## src/include/wakeup_params.svh

```systemverilog
// Constants for the wake-up sensitivity and interrupt qualification block
`ifndef WAKEUP_PARAMS_SVH
`define WAKEUP_PARAMS_SVH
// Sensitivity codes shared by the wake detector and the main controller
`define WK_SENS_LOW 2'h0
`define WK_SENS_HIGH 2'h1
`define WK_SENS_FALL 2'h2
`define WK_SENS_RISE 2'h3
// Wake-up clear codes: pins take their own number, RTC a fixed code
`define WK_CLR_RTC 3'h7
`define WK_CLR_RSV_A 3'h5
`define WK_CLR_RSV_B 3'h6
// Priority level that keeps a source from being granted
`define WK_PRIO_OFF 3'h0
// Number of external wake pins served by the clear encoding
`define WK_EXT_PINS 5
`endif

```

## src/include/wakeup_pkg.sv

```systemverilog
// Types for the wake-up sensitivity and interrupt qualification block
`include "wakeup_params.svh"
package wakeup_pkg;
    typedef enum logic [1:0] {
        SENS_LOW = `WK_SENS_LOW,
        SENS_HIGH = `WK_SENS_HIGH,
        SENS_FALL = `WK_SENS_FALL,
        SENS_RISE = `WK_SENS_RISE
    } sens_type;
    typedef logic [2:0] prio_type;
endpackage

```

## src/include/wake_link_if.sv

```systemverilog
// Link between the main qualifier and the wake-side detector
`timescale 1ns/1ns
interface wake_link_if #(parameter int NSRC = 6);
    logic [NSRC-1:0] srcLevel;
    logic [NSRC-1:0][1:0] sensSel;
    logic [NSRC-1:0] wakeEn;
    logic [NSRC-1:0] clearHit;
    logic [NSRC-1:0] condReq;
    modport ctrl (output srcLevel, output sensSel, output wakeEn, output clearHit,
        input condReq);
    modport det (input srcLevel, input sensSel, input wakeEn, input clearHit,
        output condReq);
endinterface

```

## src/rtl/wake_detector.sv

```systemverilog
// Wake-side detector: per-source edge or level sensitivity with enable
`timescale 1ns/1ns
`include "wakeup_params.svh"
module wake_detector
    import wakeup_pkg::*;
#(
    parameter int NSRC = 6
) (
    // Clock and reset
    input wire logic sys_clk,
    input wire logic rst_n,
    // Link to the main qualifier
    wake_link_if.det lnk
);
    // Elaboration check: the link needs at least one source
    generate
        if (NSRC < 1) begin : gBadSrc
            $error("NSRC must be at least 1");
        end
    endgenerate

    genvar g;
    generate
        for (g = 0; g < NSRC; g++) begin : gSrc
            logic prev_r, prev_nxt;
            logic pend_r, pend_nxt;
            logic riseSeen, fallSeen;
            sens_type mode;
            assign mode = sens_type'(lnk.sensSel[g]);
            assign riseSeen = lnk.srcLevel[g] & ~prev_r;
            assign fallSeen = ~lnk.srcLevel[g] & prev_r;
            // Next state; a new edge beats a clear in the same cycle
            always_comb begin
                prev_nxt = lnk.srcLevel[g];
                pend_nxt = 1'b0;
                lnk.condReq[g] = 1'b0;
                case (mode)
                    SENS_LOW: begin
                        lnk.condReq[g] = lnk.wakeEn[g] & ~lnk.srcLevel[g];
                    end
                    SENS_HIGH: begin
                        lnk.condReq[g] = lnk.wakeEn[g] & lnk.srcLevel[g];
                    end
                    SENS_FALL: begin
                        pend_nxt = (lnk.wakeEn[g] & fallSeen) | (pend_r & ~lnk.clearHit[g]);
                        lnk.condReq[g] = lnk.wakeEn[g] & pend_r;
                    end
                    SENS_RISE: begin
                        pend_nxt = (lnk.wakeEn[g] & riseSeen) | (pend_r & ~lnk.clearHit[g]);
                        lnk.condReq[g] = lnk.wakeEn[g] & pend_r;
                    end
                    default: begin
                        pend_nxt = 1'b0;
                    end
                endcase
            end
            // Register only
            always_ff @(posedge sys_clk or negedge rst_n) begin
                if (!rst_n) begin
                    prev_r <= 1'b0;
                    pend_r <= 1'b0;
                end else begin
                    prev_r <= prev_nxt;
                    pend_r <= pend_nxt;
                end
            end
            chk_fall_latch: assert property (@(posedge sys_clk) disable iff (!rst_n)
                (mode == SENS_FALL && lnk.wakeEn[g] && fallSeen)
                |=> (mode != SENS_FALL || !lnk.wakeEn[g] || lnk.condReq[g]))
                else $error("falling edge not latched");
            chk_clear_drop: assert property (@(posedge sys_clk) disable iff (!rst_n)
                (lnk.clearHit[g] && !(riseSeen || fallSeen)) |=> !pend_r)
                else $error("wake clear did not drop request");
            chk_level_pass: assert property (@(posedge sys_clk) disable iff (!rst_n)
                (mode == SENS_HIGH) |-> (lnk.condReq[g] == (lnk.wakeEn[g] && lnk.srcLevel[g])))
                else $error("high level not passed");
        end
    endgenerate
endmodule // wake_detector

```

## src/rtl/wakeup_interrupt_sensitivity.sv

```systemverilog
// Wake-up source qualification ahead of a small main interrupt controller
`timescale 1ns/1ns
`include "wakeup_params.svh"
module wakeup_interrupt_sensitivity
    import wakeup_pkg::*;
#(
    parameter int NUM_EXT = `WK_EXT_PINS
) (
    // Clock and reset
    input wire logic sys_clk,
    input wire logic rst_n,
    // Interrupt sources
    input wire logic [NUM_EXT-1:0] extIrqPin,
    input wire logic rtcIrq,
    // Wake detector configuration
    input wire logic [NUM_EXT:0][1:0] wakeSensitivitySel,
    input wire logic [NUM_EXT:0] wakeEnable,
    input wire logic [NUM_EXT-1:0] wakeUse,
    input wire logic wakeClearStrobe,
    input wire logic [2:0] wakeRequestClear,
    // Main controller configuration
    input wire logic [NUM_EXT:0][1:0] intcSensitivitySel,
    input wire logic [NUM_EXT:0][2:0] intcPriorityLevel,
    input wire logic intcClearStrobe,
    input wire logic [2:0] intcRequestClear,
    // Status and request outputs
    output logic [NUM_EXT:0] intcPending,
    output logic wakeUp,
    output logic irqReq,
    output logic [2:0] irqSource,
    output logic [2:0] irqLevel
);
    localparam int NSRC = NUM_EXT + 1;
    localparam int RTC = NUM_EXT;

    // Pin count must fit the three-bit clear code below the reserved codes
    generate
        if (NUM_EXT < 1 || NUM_EXT > `WK_EXT_PINS) begin : gBadPins
            $error("NUM_EXT out of range");
        end
    endgenerate

    // Wake clear code to one-hot source; reserved codes hit nothing
    function automatic logic [NSRC-1:0] wakeClearDecode(input logic [2:0] code);
        logic [NSRC-1:0] hit;
        hit = '0;
        if (code == `WK_CLR_RTC) begin
            hit[RTC] = 1'b1;
        end else if (32'(code) < NUM_EXT) begin
            hit[code] = 1'b1;
        end
        return hit;
    endfunction

    // Controller clear uses the plain source index
    function automatic logic [NSRC-1:0] intcClearDecode(input logic [2:0] code);
        logic [NSRC-1:0] hit;
        hit = '0;
        if (32'(code) < NSRC) begin
            hit[code] = 1'b1;
        end
        return hit;
    endfunction

    // Edge modes keep a sticky flag; level modes follow the line
    function automatic logic isEdgeSel(input logic [1:0] sel);
        return sel == `WK_SENS_FALL || sel == `WK_SENS_RISE;
    endfunction

    wake_link_if #(.NSRC(NSRC)) lnk ();
    logic [NSRC-1:0] srcLevel;
    logic [NSRC-1:0] routeWake;
    logic [NSRC-1:0] intcIn;
    logic [NSRC-1:0] intcHit;

    // Source bundle; RTC always counts as routed through the detector
    assign srcLevel = {rtcIrq, extIrqPin};
    assign routeWake = {1'b1, wakeUse};
    assign lnk.srcLevel = srcLevel;
    assign lnk.sensSel = wakeSensitivitySel;
    assign lnk.wakeEn = wakeEnable;
    assign lnk.clearHit = wakeClearStrobe ? wakeClearDecode(wakeRequestClear) : '0;
    assign intcHit = intcClearStrobe ? intcClearDecode(intcRequestClear) : '0;

    wake_detector #(.NSRC(NSRC)) uDet (
        .sys_clk(sys_clk),
        .rst_n(rst_n),
        .lnk(lnk.det)
    );

    // Wake sources feed the conditioned level; others the raw pin
    assign intcIn = (routeWake & lnk.condReq) | (~routeWake & srcLevel);

    // Main controller detection state
    logic [NSRC-1:0] inPrev_r, inPrev_nxt;
    logic [NSRC-1:0] pend_r, pend_nxt;
    logic wakeUp_r, wakeUp_nxt;
    always_comb begin
        inPrev_nxt = intcIn;
        pend_nxt = pend_r;
        wakeUp_nxt = |lnk.condReq;
        for (int i = 0; i < NSRC; i++) begin
            case (sens_type'(intcSensitivitySel[i]))
                SENS_LOW: pend_nxt[i] = ~intcIn[i];
                SENS_HIGH: pend_nxt[i] = intcIn[i];
                SENS_FALL: pend_nxt[i] = (~intcIn[i] & inPrev_r[i]) | (pend_r[i] & ~intcHit[i]);
                SENS_RISE: pend_nxt[i] = (intcIn[i] & ~inPrev_r[i]) | (pend_r[i] & ~intcHit[i]);
                default: pend_nxt[i] = 1'b0;
            endcase
        end
    end
    always_ff @(posedge sys_clk or negedge rst_n) begin
        if (!rst_n) begin
            inPrev_r <= '0;
            pend_r <= '0;
            wakeUp_r <= 1'b0;
        end else begin
            inPrev_r <= inPrev_nxt;
            pend_r <= pend_nxt;
            wakeUp_r <= wakeUp_nxt;
        end
    end

    // Priority pick: highest level wins, lowest index on a tie
    logic irqReq_r, irqReq_nxt;
    logic [2:0] irqSource_r, irqSource_nxt;
    prio_type irqLevel_r, irqLevel_nxt;
    always_comb begin
        irqReq_nxt = 1'b0;
        irqSource_nxt = 3'h0;
        irqLevel_nxt = `WK_PRIO_OFF;
        for (int i = 0; i < NSRC; i++) begin
            if (pend_r[i] && intcPriorityLevel[i] > irqLevel_nxt) begin
                irqReq_nxt = 1'b1;
                irqSource_nxt = 3'(i);
                irqLevel_nxt = intcPriorityLevel[i];
            end
        end
    end
    always_ff @(posedge sys_clk or negedge rst_n) begin
        if (!rst_n) begin
            irqReq_r <= 1'b0;
            irqSource_r <= 3'h0;
            irqLevel_r <= `WK_PRIO_OFF;
        end else begin
            irqReq_r <= irqReq_nxt;
            irqSource_r <= irqSource_nxt;
            irqLevel_r <= irqLevel_nxt;
        end
    end

    // Outputs straight from flops
    assign intcPending = pend_r;
    assign wakeUp = wakeUp_r;
    assign irqReq = irqReq_r;
    assign irqSource = irqSource_r;
    assign irqLevel = irqLevel_r;

    chk_rtc_route: assert property (@(posedge sys_clk) disable iff (!rst_n)
        intcIn[RTC] == lnk.condReq[RTC])
        else $error("RTC bypassed the detector");
    chk_bypass_raw: assert property (@(posedge sys_clk) disable iff (!rst_n)
        !wakeUse[0] |-> intcIn[0] == extIrqPin[0])
        else $error("non-wake pin not raw");
    chk_wake_route: assert property (@(posedge sys_clk) disable iff (!rst_n)
        wakeUse[0] |-> intcIn[0] == lnk.condReq[0])
        else $error("wake pin not conditioned");
    chk_rsv_ignored: assert property (@(posedge sys_clk) disable iff (!rst_n)
        (wakeRequestClear == `WK_CLR_RSV_A || wakeRequestClear == `WK_CLR_RSV_B)
        |-> lnk.clearHit == '0)
        else $error("reserved clear code acted");
    // Level must belong to the granted source, judged where the pick was made
    chk_prio_grant: assert property (@(posedge sys_clk) disable iff (!rst_n)
        irqReq_nxt |=> (irqLevel_r == $past(intcPriorityLevel[irqSource_nxt])
        && irqLevel_r != `WK_PRIO_OFF))
        else $error("grant level mismatch");
    chk_grant_idle: assert property (@(posedge sys_clk) disable iff (!rst_n)
        !(|pend_r) |=> !irqReq_r)
        else $error("grant without pending source");
    // Sampled rst_n keeps the release edge out; flops still sit in reset there
    chk_high_follow: assert property (@(posedge sys_clk) disable iff (!rst_n)
        (rst_n && intcSensitivitySel[RTC] == `WK_SENS_HIGH)
        |=> pend_r[RTC] == $past(intcIn[RTC]))
        else $error("high level pending wrong");
    chk_wake_flag: assert property (@(posedge sys_clk) disable iff (!rst_n)
        rst_n |=> wakeUp_r == $past(|lnk.condReq))
        else $error("wake flag does not follow detector");

    // Per-source controller checks; edge flags hold until their own clear
    genvar s;
    generate
        for (s = 0; s < NSRC; s++) begin : gChk
            chk_edge_hold: assert property (@(posedge sys_clk) disable iff (!rst_n)
                (rst_n && isEdgeSel(intcSensitivitySel[s]) && pend_r[s] && !intcHit[s])
                |=> pend_r[s])
                else $error("edge pending lost without clear");
            chk_edge_clear: assert property (@(posedge sys_clk) disable iff (!rst_n)
                (isEdgeSel(intcSensitivitySel[s]) && intcHit[s] && intcIn[s] == inPrev_r[s])
                |=> !pend_r[s])
                else $error("controller clear did not drop flag");
            chk_low_follow: assert property (@(posedge sys_clk) disable iff (!rst_n)
                (rst_n && intcSensitivitySel[s] == `WK_SENS_LOW) |=> pend_r[s] == !$past(intcIn[s]))
                else $error("low level pending wrong");
        end
    endgenerate

    // Coverage of the main scenarios
    cov_rtc_wake: cover property (@(posedge sys_clk) disable iff (!rst_n)
        lnk.condReq[RTC] ##1 wakeUp_r);
    cov_two_clear: cover property (@(posedge sys_clk) disable iff (!rst_n)
        wakeClearStrobe ##[1:4] intcClearStrobe);
    cov_grant: cover property (@(posedge sys_clk) disable iff (!rst_n)
        irqReq_r && irqLevel_r == 3'h5);
    cov_raw_edge: cover property (@(posedge sys_clk) disable iff (!rst_n)
        !routeWake[1] && pend_r[1] && intcSensitivitySel[1] == `WK_SENS_RISE);
    cov_rsv_code: cover property (@(posedge sys_clk) disable iff (!rst_n)
        wakeClearStrobe && wakeRequestClear == `WK_CLR_RSV_A);
endmodule // wakeup_interrupt_sensitivity

```

## config.mk

```make
export PLATFORM = sky130hd
export DESIGN_NAME = wakeup_interrupt_sensitivity
export DESIGN_NICKNAME = d
export VERILOG_FILES = /design/src/include/wakeup_pkg.sv /design/src/include/wake_link_if.sv /design/src/rtl/wake_detector.sv /design/src/rtl/wakeup_interrupt_sensitivity.sv
export VERILOG_INCLUDE_DIRS = /design/src /design/src/include
export SDC_FILE = /design/constraint.sdc
export NUM_CORES = 1
export LEC_CHECK = 0
export BUFFER_PORTS_ARGS = -buffer_cell sky130_fd_sc_hd__buf_2
export CELL_PAD_IN_SITES_DETAIL_PLACEMENT = 0
export CELL_PAD_IN_SITES_GLOBAL_PLACEMENT = 1
export CORE_ASPECT_RATIO = 1.2
export CORE_MARGIN = 3
export CORE_UTILIZATION = 35
export DETAILED_ROUTE_END_ITERATION = 10
export GPL_ROUTABILITY_DRIVEN = 0
export HOLD_SLACK_MARGIN = 0.06
export PLACE_DENSITY_LB_ADDON = 0.1
export SYNTH_ARGS = -nofsm -noshare
export SYNTH_HDL_FRONTEND = slang
export SYNTH_SLANG_ARGS = --single-unit
export TNS_END_PERCENT = 1
```

## constraint.sdc

```tcl
create_clock -name sys_clk -period 9.7 [get_ports sys_clk]
set_input_delay 0.485 -clock sys_clk [delete_from_list [all_inputs] [get_ports sys_clk]]
set_output_delay 0.485 -clock sys_clk [all_outputs]
set_load 0.05 [all_outputs]
```

== Word-level counts from Yosys, hierarchy flattened ==
Cells that the tools add are included.
Word-level totals
  register bits: 32
  latch bits: 0
  bits in writable memories: 0
  bits in read-only memories: 0
  input port bits: 69
  output and inout bits: 14
  logic and storage cells: 269
  memories: 0
Operators by class
  $add $sub $neg: 0
  multiply operators: 0
  div/mod/pow operators: 0
  magnitude comparators: 12
  eq/ne operators: 37
  shift-type cells: 0
  muxes and demuxes: 45
  bitwise gates (word level): 130
  reduce and logical (&&, ||, !) cells: 27
Operator list (number)
  AND 1 bit: 66
  == test 2 bit (second input constant): 24
  inverter 1 bit: 36
  two-way mux 3 bit: 10
  == test 2 x 1 -> 1 bit (second input constant): 12
  logical NOT 2 bit: 12
  two-way mux 6 bit: 4
  bitwise OR 1 bit: 24
  case mux 1 bit (4 select lines): 6
  case mux 1 bit (3 select lines): 6
  greater-than comparator 3 bit: 5
  AND 6 bit: 2
  case mux 1 bit (2 select lines): 6
  OR reduction 2 bit: 6
  two-way mux 1 bit: 10
  logical AND 1 bit: 8
  < comparator 3 x 4 -> 1 bit (second input constant): 2
  demux 1 bit (select 3 bit): 2
  >= comparator 3 x 1 -> 1 bit (second input constant): 2
  < comparator 3 bit (second input constant): 2
  inverter 6 bit: 1
  bitwise OR 6 bit: 1
  OR reduction 6 bit: 1
  two-way mux 5 bit: 1
  2 further kinds: 2

== Logic depth before layout (Yosys ltp) ==
Gate-level depths: netlist of the first run.
  depth after elaboration: 18
  mapped depth: 39
  mapped depth without buffers: 38

== Hierarchy ==
From an unflattened synthesis of the first run, not the netlist that was laid out.
Unflattened totals
  cell total of the unflattened synthesis: 246
  area, all modules: 2219.6 um^2
Modules (own cells, without submodules)
  wakeup_interrupt_sensitivity: instances 1, cells each 174, area an instance 1574.0 um^2
  wake_detector: instances 1, cells each 72, area an instance 645.6 um^2

== Worst setup path after synthesis of the first run ==
OpenSTA, ideal clock, no wires.
  path kind: register to register
  start: reg pend_r[0], in the netlist intcPending[0]
  end: reg irqLevel_r[1], in the netlist irqLevel[1]
  setup time: 0.123 ns
  data arrival time: 7.253 ns
  path slack: 2.325 ns
  cell stages (with the launch flop): 36
  buffers on the path: 1
  cell sequence: dfrtp_1 -> nand2_1 -> ha_1 -> nor2b_4 -> o31a_4 -> and2_2 -> mux2_2 -> ha_1 -> nor2_1 -> nor2_1 -> a31oi_4 -> nand3_2 -> a211o_1 -> mux2_4 -> ha_1 -> nor2_1 -> nand2_1 -> nand2_1 -> nand2_1 -> o41ai_1 -> inv_1 -> and3_4 -> or2_1 -> ha_1 -> a21oi_1 -> maj3_1 -> and2_1 -> buf_6 -> mux2i_1 -> ha_1 -> nor2b_1 -> o21ai_0 -> nand2b_1 -> nand3_1 -> nand2b_4 -> o221a_2
Between the ends
  word-level cells in the longest chain between the ends: 17
Ends and longest elaborated chain
  start: declaration: line wakeup_interrupt_sensitivity.sv:96  | logic [NSRC-1:0] pend_r, pend_nxt;
  start signal: assignment: line wakeup_interrupt_sensitivity.sv:119  | pend_r <= pend_nxt;
  logical AND 1 bit (*): line wakeup_interrupt_sensitivity.sv:133  | if (pend_r[i] && intcPriorityLevel[i] > irqLevel_nxt) begin
  two-way mux 3 bit (*): line wakeup_interrupt_sensitivity.sv:133
  greater-than comparator 3 bit: line wakeup_interrupt_sensitivity.sv:133
  logical AND 1 bit: line wakeup_interrupt_sensitivity.sv:133
  two-way mux 3 bit (*): line wakeup_interrupt_sensitivity.sv:133
  greater-than comparator 3 bit: line wakeup_interrupt_sensitivity.sv:133
  logical AND 1 bit: line wakeup_interrupt_sensitivity.sv:133
  two-way mux 3 bit (*): line wakeup_interrupt_sensitivity.sv:133
  [2 not listed]
  two-way mux 3 bit (*): line wakeup_interrupt_sensitivity.sv:133
  greater-than comparator 3 bit: line wakeup_interrupt_sensitivity.sv:133
  logical AND 1 bit: line wakeup_interrupt_sensitivity.sv:133
  two-way mux 3 bit (*): line wakeup_interrupt_sensitivity.sv:133
  greater-than comparator 3 bit: line wakeup_interrupt_sensitivity.sv:133
  logical AND 1 bit: line wakeup_interrupt_sensitivity.sv:133
  two-way mux 3 bit (*): line wakeup_interrupt_sensitivity.sv:133
  named net irqLevel_nxt[1]: line wakeup_interrupt_sensitivity.sv:127  | prio_type irqLevel_r, irqLevel_nxt;
  end signal: assignment: line wakeup_interrupt_sensitivity.sv:144  | irqLevel_r <= `WK_PRIO_OFF;
  end signal: assignment: line wakeup_interrupt_sensitivity.sv:148  | irqLevel_r <= irqLevel_nxt;
  end: declaration: line wakeup_interrupt_sensitivity.sv:127
Mark *: on every way through the listed nets, which the timed path passes. The rest lies on a longest branch.

== Worst setup path after layout of the first run ==
Same ends and word-level chain as after synthesis.

==> run metrics, run 1 <==
Seq pwr share=31.9%; Buffers on Ports=82; final setup TNS=0 ns; CP startpoint kind=flip-flop; Die Height=around 92 um; Sw Pwr=slightly above 0.2 mW; Clock Skew=0.00807 ns; CP Max Fanout=8; synth top area cells=dfrtp_1 37%, nand2_1 7.1%, ha_1 5.7%, a21oi_1 3.2%, o21ai_0 3.2%; full die area=around 7200 um2; Combinational Power Share=44.0%; async set-reset flop share out of synthesis=between 90% and 100%; Yosys cell types=52; largest net degree at the start of global routing=33; Reg clk slew, reported paths=~0.070 ns; initial antenna violation count=0; CTS tree=built; vias in the first global route=between 2000 and 2500; Synth Area per Inst=9.11 um2; Main synth FF type=dfrtp_1; Crit path top cell by count=ha_1; leakage=1.31 nW; Final Setup Violations=0; Remaining DRCs=0; VDD IR max=0.0839 mV; Tightest Pin Transition=about 0.74 ns; Final #Nets=between 400 and 500; FF/Latch Area=between 800 and 900 um2; grt total ovfl=0; hold crit path type=in2async; Tot GR Track Use=15.3%; clock network power share=a little under a quarter; worst endpoint data arrival time=about 7.8 ns; dpl cells=400; critical path type=reg2reg; CTS buffer count=5; final WL=approximately 5400 um; Initial Util=37.2%; Initial DRC Count=38; dominant cell type by area after synthesis=dfrtp_1; maximum clock path buffer count=2; minimum clock period=roughly 7.6 ns; R2R depth=35; period utilization=78.4%; R2R setup slack=2.09 ns; Diodes inserted=0; post-synth top area share=between 30% and 40%; DP HPWL=between 4000 and 5000 um; Root Buffer=clkbuf_8; Fillers=just over 600; Mapped Cells=around 240; Multi-input gate area=~1300 um2; DRT Pass-1 Iters=4; Sink Count=32; Worst EP required=9.87 ns; CTS Hold Bufs=0; total power=0.518 mW; CORE AREA=~5900 um2; status=completed; Switching Share=39.5%; share of cells above drive strength 1=approximately a third; sequential area share after synthesis=36.8%; cell with the most instances after synthesis=nand2_1; Die Wd=78.0 um; # rows=30; first-pass GRT wire length=~9000 um; crit end category=flip-flop; Crit-path slowest cell=o41ai_1; Area Growth Syn to Fin=27.9%; Post-Syn Area=2180 um2; I/O pins=83; Post-CTS Setup Bufs=0; Post-synth top cells=41 x nand2_1, 32 x dfrtp_1, 14 x a21oi_1, 14 x o21ai_0, 12 x nor2_1; drt wl/cell=roughly 13 um; PwrDens=186 nW/um2; yosys warns=0; syn nets=around 320; RSZ-0062 raised after global routing=false; Pint=0.313 mW; worst rel slew slack=49.8%; Post-CTS Resized=0; synthesized flop and latch total=32; FMAX=around 0.13 GHz; vias per std cell=between 5 and 6; crit-path max cell delay=just over 0.6 ns; ANT nets after route=0; Max Slew Vio Count=0; worst skew pair latency=0.28 ns; via count=2047; H-Tree Depth=2; Post-synth EDFFs=0; maxcap violations=0; final hold vios=0; non-filler instance count after layout=around 400
[final timing paths]
| path | endpoint | start |
|---|---|---|
| setup / recovery | irqLevel[1] | intcPending[0] |
| hold / removal | irqLevel[1] | rst_n |
| setup reg to reg | irqLevel[1] | intcPending[0] |
| hold reg to reg | uDet.gSrc[4].pend_r | uDet.gSrc[4].pend_r |
| max in group asynchronous | intcPending[1] | rst_n |
| min in group sys_clk | uDet.gSrc[5].prev_r | rtcIrq |
[cell type report]
| class | instances | share of cell area [%] |
|---|---|---|
| flip-flops and latches | 32 | 28.8 |
| repair buffers | 82 | 14.7 |
| clock buffers | 6 | 2.61 |
| clock inverters | 2 | 1.26 |
| inverters | 11 | 1.48 |
| well taps | 80 | 3.59 |
| multi-input cells | 195 | 47.6 |
[registers in the layout, indices dropped and copies added, names as in the netlist]
name and flops:
intcPending 6, wakeUp 1, inPrev_r 6, uDet.gSrc.prev_r 6
irqLevel 3, irqSource 3, irqReq 1, uDet.gSrc.pend_r 6
[metrics by stage]
stage / util, % / hold WS (ns) / instance area, um2 / setup slack, ns
floorplan: - / 0.189 / 2180 / 2.32
global placement: 45.7 / 0.538 / 2680 / 2.05
detailed placement: 45.7 / 0.549 / 2680 / 1.99
CTS: 47.6 / 0.300 / 2790 / 2.03
global route: 47.6 / 0.313 / 2790 / 1.30
finish: 47.6 / 0.264 / 2790 / 2.09
[logic make-up (layout without fill, tap and decap cells)]
kind of cell,Yosys count,after routing,synth area share (%)
buffers and inverters,12,101,2.41
XOR/XNOR,4,4,1.61
AND/OR/NAND/NOR,101,101,23.9
adder cells (fa/ha/maj),11,11,6.20
AO/OA/AOI/OAI,69,69,24.0
flip-flops,32,32,36.8
multiplexers,10,10,5.17
[critical path, delay by kind of cell (launching register included)]
kind	cells	cell delay [ns]
flip-flops	1	0.46
adder cells (fa/ha/maj)	6	1.79
AND/OR/NAND/NOR	15	2.03
AO/OA/AOI/OAI	10	2.33
multiplexers	3	0.83
buffers and inverters	1	0.07
[power groups by stage]
| stage | logic (mW) | registers, mW | clock network (mW) |
|---|---|---|---|
| 5_1_grt | 0.251 | 0.168 | 0.136 |
| 3_3_place_gp | 0.230 | 0.168 | 0 |
| 3_5_place_dp | 0.231 | 0.168 | 0 |
| 6_report | 0.228 | 0.166 | 0.125 |
| 4_1_cts | 0.231 | 0.166 | 0.129 |
| 2_1_floorplan | 0.109 | 0.229 | 0 |
[per-layer routing]
metal / vias to the layer above / track usage (%) / part of all wire, %
li1: 1045 / - / -
met1: 937 / 16.6 / 40
met2: 57 / 29.0 / 53
met3: 8 / 3.40 / 5.3
met4: 0 / 5.10 / 1.6
met5: - / 0 / 0
[layout by cell type, fill, tap and decap left out, drive strengths merged, types with 2 or more instances in the layout]
master,Yosys,routed
and2,10,10
nor2b,12,12
buf,1,82
nand2b,5,5
mux2,7,7
a21boi,6,6
clkbuf,0,6
a221oi,2,2
or2,3,3
a31oi,4,4
xor2,4,4
a21o,2,2
o31a,3,3
dfrtp,32,32
a21oi,14,14
nand2,41,41
and3,2,2
o211ai,3,3
nand4,2,2
o311ai,8,8
mux2i,3,3
ha,10,10
inv,11,11
a2111oi,2,2
nor2,12,12
o31ai,3,3
o21ai,15,15
nand3,10,10
a211o,2,2
Note: power is estimated with default switching activity, not from simulation.
==> run 2, diff against run 1 <==
--- a/config.mk
+++ b/config.mk
@@ -6,12 +6,13 @@
 export SDC_FILE = /design/constraint.sdc
 export NUM_CORES = 1
 export LEC_CHECK = 0
+export ABC_AREA = 1
 export BUFFER_PORTS_ARGS = -buffer_cell sky130_fd_sc_hd__buf_2
 export CELL_PAD_IN_SITES_DETAIL_PLACEMENT = 0
 export CELL_PAD_IN_SITES_GLOBAL_PLACEMENT = 1
 export CORE_ASPECT_RATIO = 1.2
 export CORE_MARGIN = 3
-export CORE_UTILIZATION = 35
+export CORE_UTILIZATION = 32
 export DETAILED_ROUTE_END_ITERATION = 10
 export GPL_ROUTABILITY_DRIVEN = 0
 export HOLD_SLACK_MARGIN = 0.06
==> constraint.sdc (replaced) <==
create_clock -name sys_clk -period 6.25 [get_ports sys_clk]
set_input_delay 0.3125 -clock sys_clk [delete_from_list [all_inputs] [get_ports sys_clk]]
set_output_delay 0.3125 -clock sys_clk [all_outputs]
set_load 0.05 [all_outputs]
==> run metrics, run 2 <==
status=completed; final hold vios=0; Die Wd=83.1 um; maxcap violations=0; Post-synth top cells=58 x inv_1, 47 x nand2_1, 32 x dfrtp_1; period utilization=between 90% and 100%; worst endpoint data arrival time=about 5.8 ns; Initial Util=33.1%; Tot GR Track Use=about 14%; largest net degree at the start of global routing=33; critical path type=reg2reg; post-synth top area share=approximately a third; synth top area cells=dfrtp_1 35%, inv_1 9.5%, nand2_1 7.7%, o21ai_0 6.6%, ha_1 5.5%; Layout Utilization=42.0%; Initial DRC Count=32; Area Growth Syn to Fin=27.0%; Pint=0.456 mW; Post-CTS Setup Bufs=0; worst skew pair latency=around 0.28 ns; CTS buffer count=5; grt total ovfl=0; Sink Count=32; H-Tree Depth=2; Max Slew Vio Count=0; final setup TNS=0 ns; Final Setup Violations=0; vias per std cell=around 4.7; crit-path max cell delay=around 0.40 ns; Critical Path End=irqReq; Sw Pwr=~0.36 mW; CORE AREA=around 6900 um2; Diodes inserted=0; initial antenna violation count=0; Buffers on Ports=82; hold crit path type=in2async; Crit-path slowest cell=dfrtp_2; Clock Skew=between 0.004 and 0.005 ns; Tightest Pin Transition=approximately 0.75 ns; FF/Latch Area=about 800 um2; clock network power share=around a fifth; Post-synth EDFFs=0; Reg clk slew, reported paths=0.07 ns; yosys warns=0; syn nets=375; sequential area share after synthesis=35.1%; worst rel slew slack=between 50% and 60%; share of cells above drive strength 1=31.6%; first-pass GRT wire length=9230 um; FF-to-FF Start=intcPending[0]; cell with the most instances after synthesis=inv_1; crit end category=flip-flop; final WL=5580 um; Combinational Power Share=about 48%; R2R setup slack=0.62 ns; Main synth FF type=dfrtp_1; ANT nets after route=0; CP startpoint=intcPending[0]; FMAX=roughly 0.18 GHz; Root Buffer=clkbuf_8; leakage=approximately 1.6 nW; synthesized flop and latch total=32; Worst EP required=about 6.4 ns; vias in the first global route=about 2100; via count=between 2000 and 2500; # rows=33; Multi-input gate area=roughly 1300 um2; Post-Syn Area=between 2000 and 2500 um2; Fillers=746; Seq pwr share=31.4%; DP HPWL=around 4800 um; VDD IR max=about 0.11 mV; I/O pins=83; DRT Pass-1 Iters=4; CP Max Fanout=6; Die Height=around 98 um; Synth Area per Inst=approximately 7.7 um2; commonest non-fill, non-tap cell in the layout=buf_2; Remaining DRCs=0; maximum clock path buffer count=2; commonest cells after routing, fill and taps aside=82 x buf_2, 58 x inv_1, 47 x nand2_1; Switching Share=between 40% and 50%; drt wl/cell=11.8 um; CTS Hold Bufs=0; full die area=about 8000 um2; CP startpoint kind=flip-flop; RSZ-0062 raised after global routing=false; async set-reset flop share out of synthesis=100%; Final #Nets=around 460; dominant cell type by area after synthesis=dfrtp_1; R2R depth=42; CTS tree=built; Mapped Cells=296; PwrDens=between 200 and 300 nW/um2; minimum clock period=around 5.6 ns; Yosys cell types=28; Crit path top cell by count=nand2_1; worst r2r dst=irqReq
-- run 2: final cells by class --
class | count | share of cell area [%]
Sequential cell | 32 | 27.7
Tap cell | 87 | 3.76
Multi-Input combinational cell | 203 | 43.3
Timing Repair Buffer | 82 | 14.2
Inverter | 61 | 7.91
Clock buffer | 8 | 3.11
-- run 2: cells by family after synthesis --
family | after synthesis | synth area share, %
flops | 32 | 35.1
compound gates | 77 | 21.3
buf+inv | 61 | 10.0
fa+ha+maj | 10 | 5.49
xor+xnor | 5 | 1.92
simple gates | 111 | 26.1
-- run 2: what timing repair did --
action,in CTS,in global routing
hold endpoints to repair,0,0
resized for setup,0,3
setup endpoints to repair,0,5
-- run 2: per-layer routing --
metal  global-route usage (%)  vias up  share of wire [%]
met3                     3.43        8                5.7
met1                     15.5      995                 41
met4                     4.91        0                1.5
met2                     25.7       53                 52
met5                        0        -                  0
li1                         -     1160                  -
-- run 2: how the worst min path moves through the flow --
| stage | to | start | slack, ns |
|---|---|---|---|
| final | irqLevel[1] | rst_n | 0.09 |
| after global placement | irqLevel[0] | rst_n | 0.45 |
| after global routing | irqLevel[0] | rst_n | 0.15 |
| after CTS | irqLevel[1] | rst_n | 0.12 |
| after detailed placement | irqLevel[1] | rst_n | 0.43 |
| after floorplan | inPrev_r[0] | rst_n | 0.02 |
-- run 2: critical path: cells and delay by family (launching register included) --
kind            cells  cell delay, ns
buf+inv             6            0.40
compound gates      5            0.66
fa+ha+maj           5            1.36
flops               1            0.40
simple gates       26            2.69
-- run 2: power by group through the flow --
stage | sequential, mW | combinational (mW) | clock [mW]
2_1_floorplan | 0.351 | 0.204 | 0
5_1_grt | 0.260 | 0.436 | 0.185
3_3_place_gp | 0.260 | 0.392 | 0
3_5_place_dp | 0.260 | 0.396 | 0
6_report | 0.256 | 0.392 | 0.167
4_1_cts | 0.256 | 0.397 | 0.176
-- run 2: per-stage QoR --
step / setup slack, ns / power, mW / instances / area (um2) / hold WS [ns]
2_1_floorplan: 0.553 / 0.555 / 296 / 2280 / 0.0169
5_1_grt: 0.0220 / 0.881 / 473 / 2900 / 0.150
3_3_place_gp: 0.428 / 0.652 / 465 / 2800 / 0.446
4_1_cts: 0.366 / 0.829 / 473 / 2890 / 0.117
6_report: 0.617 / 0.815 / 473 / 2900 / 0.0893
3_5_place_dp: 0.313 / 0.657 / 465 / 2800 / 0.433
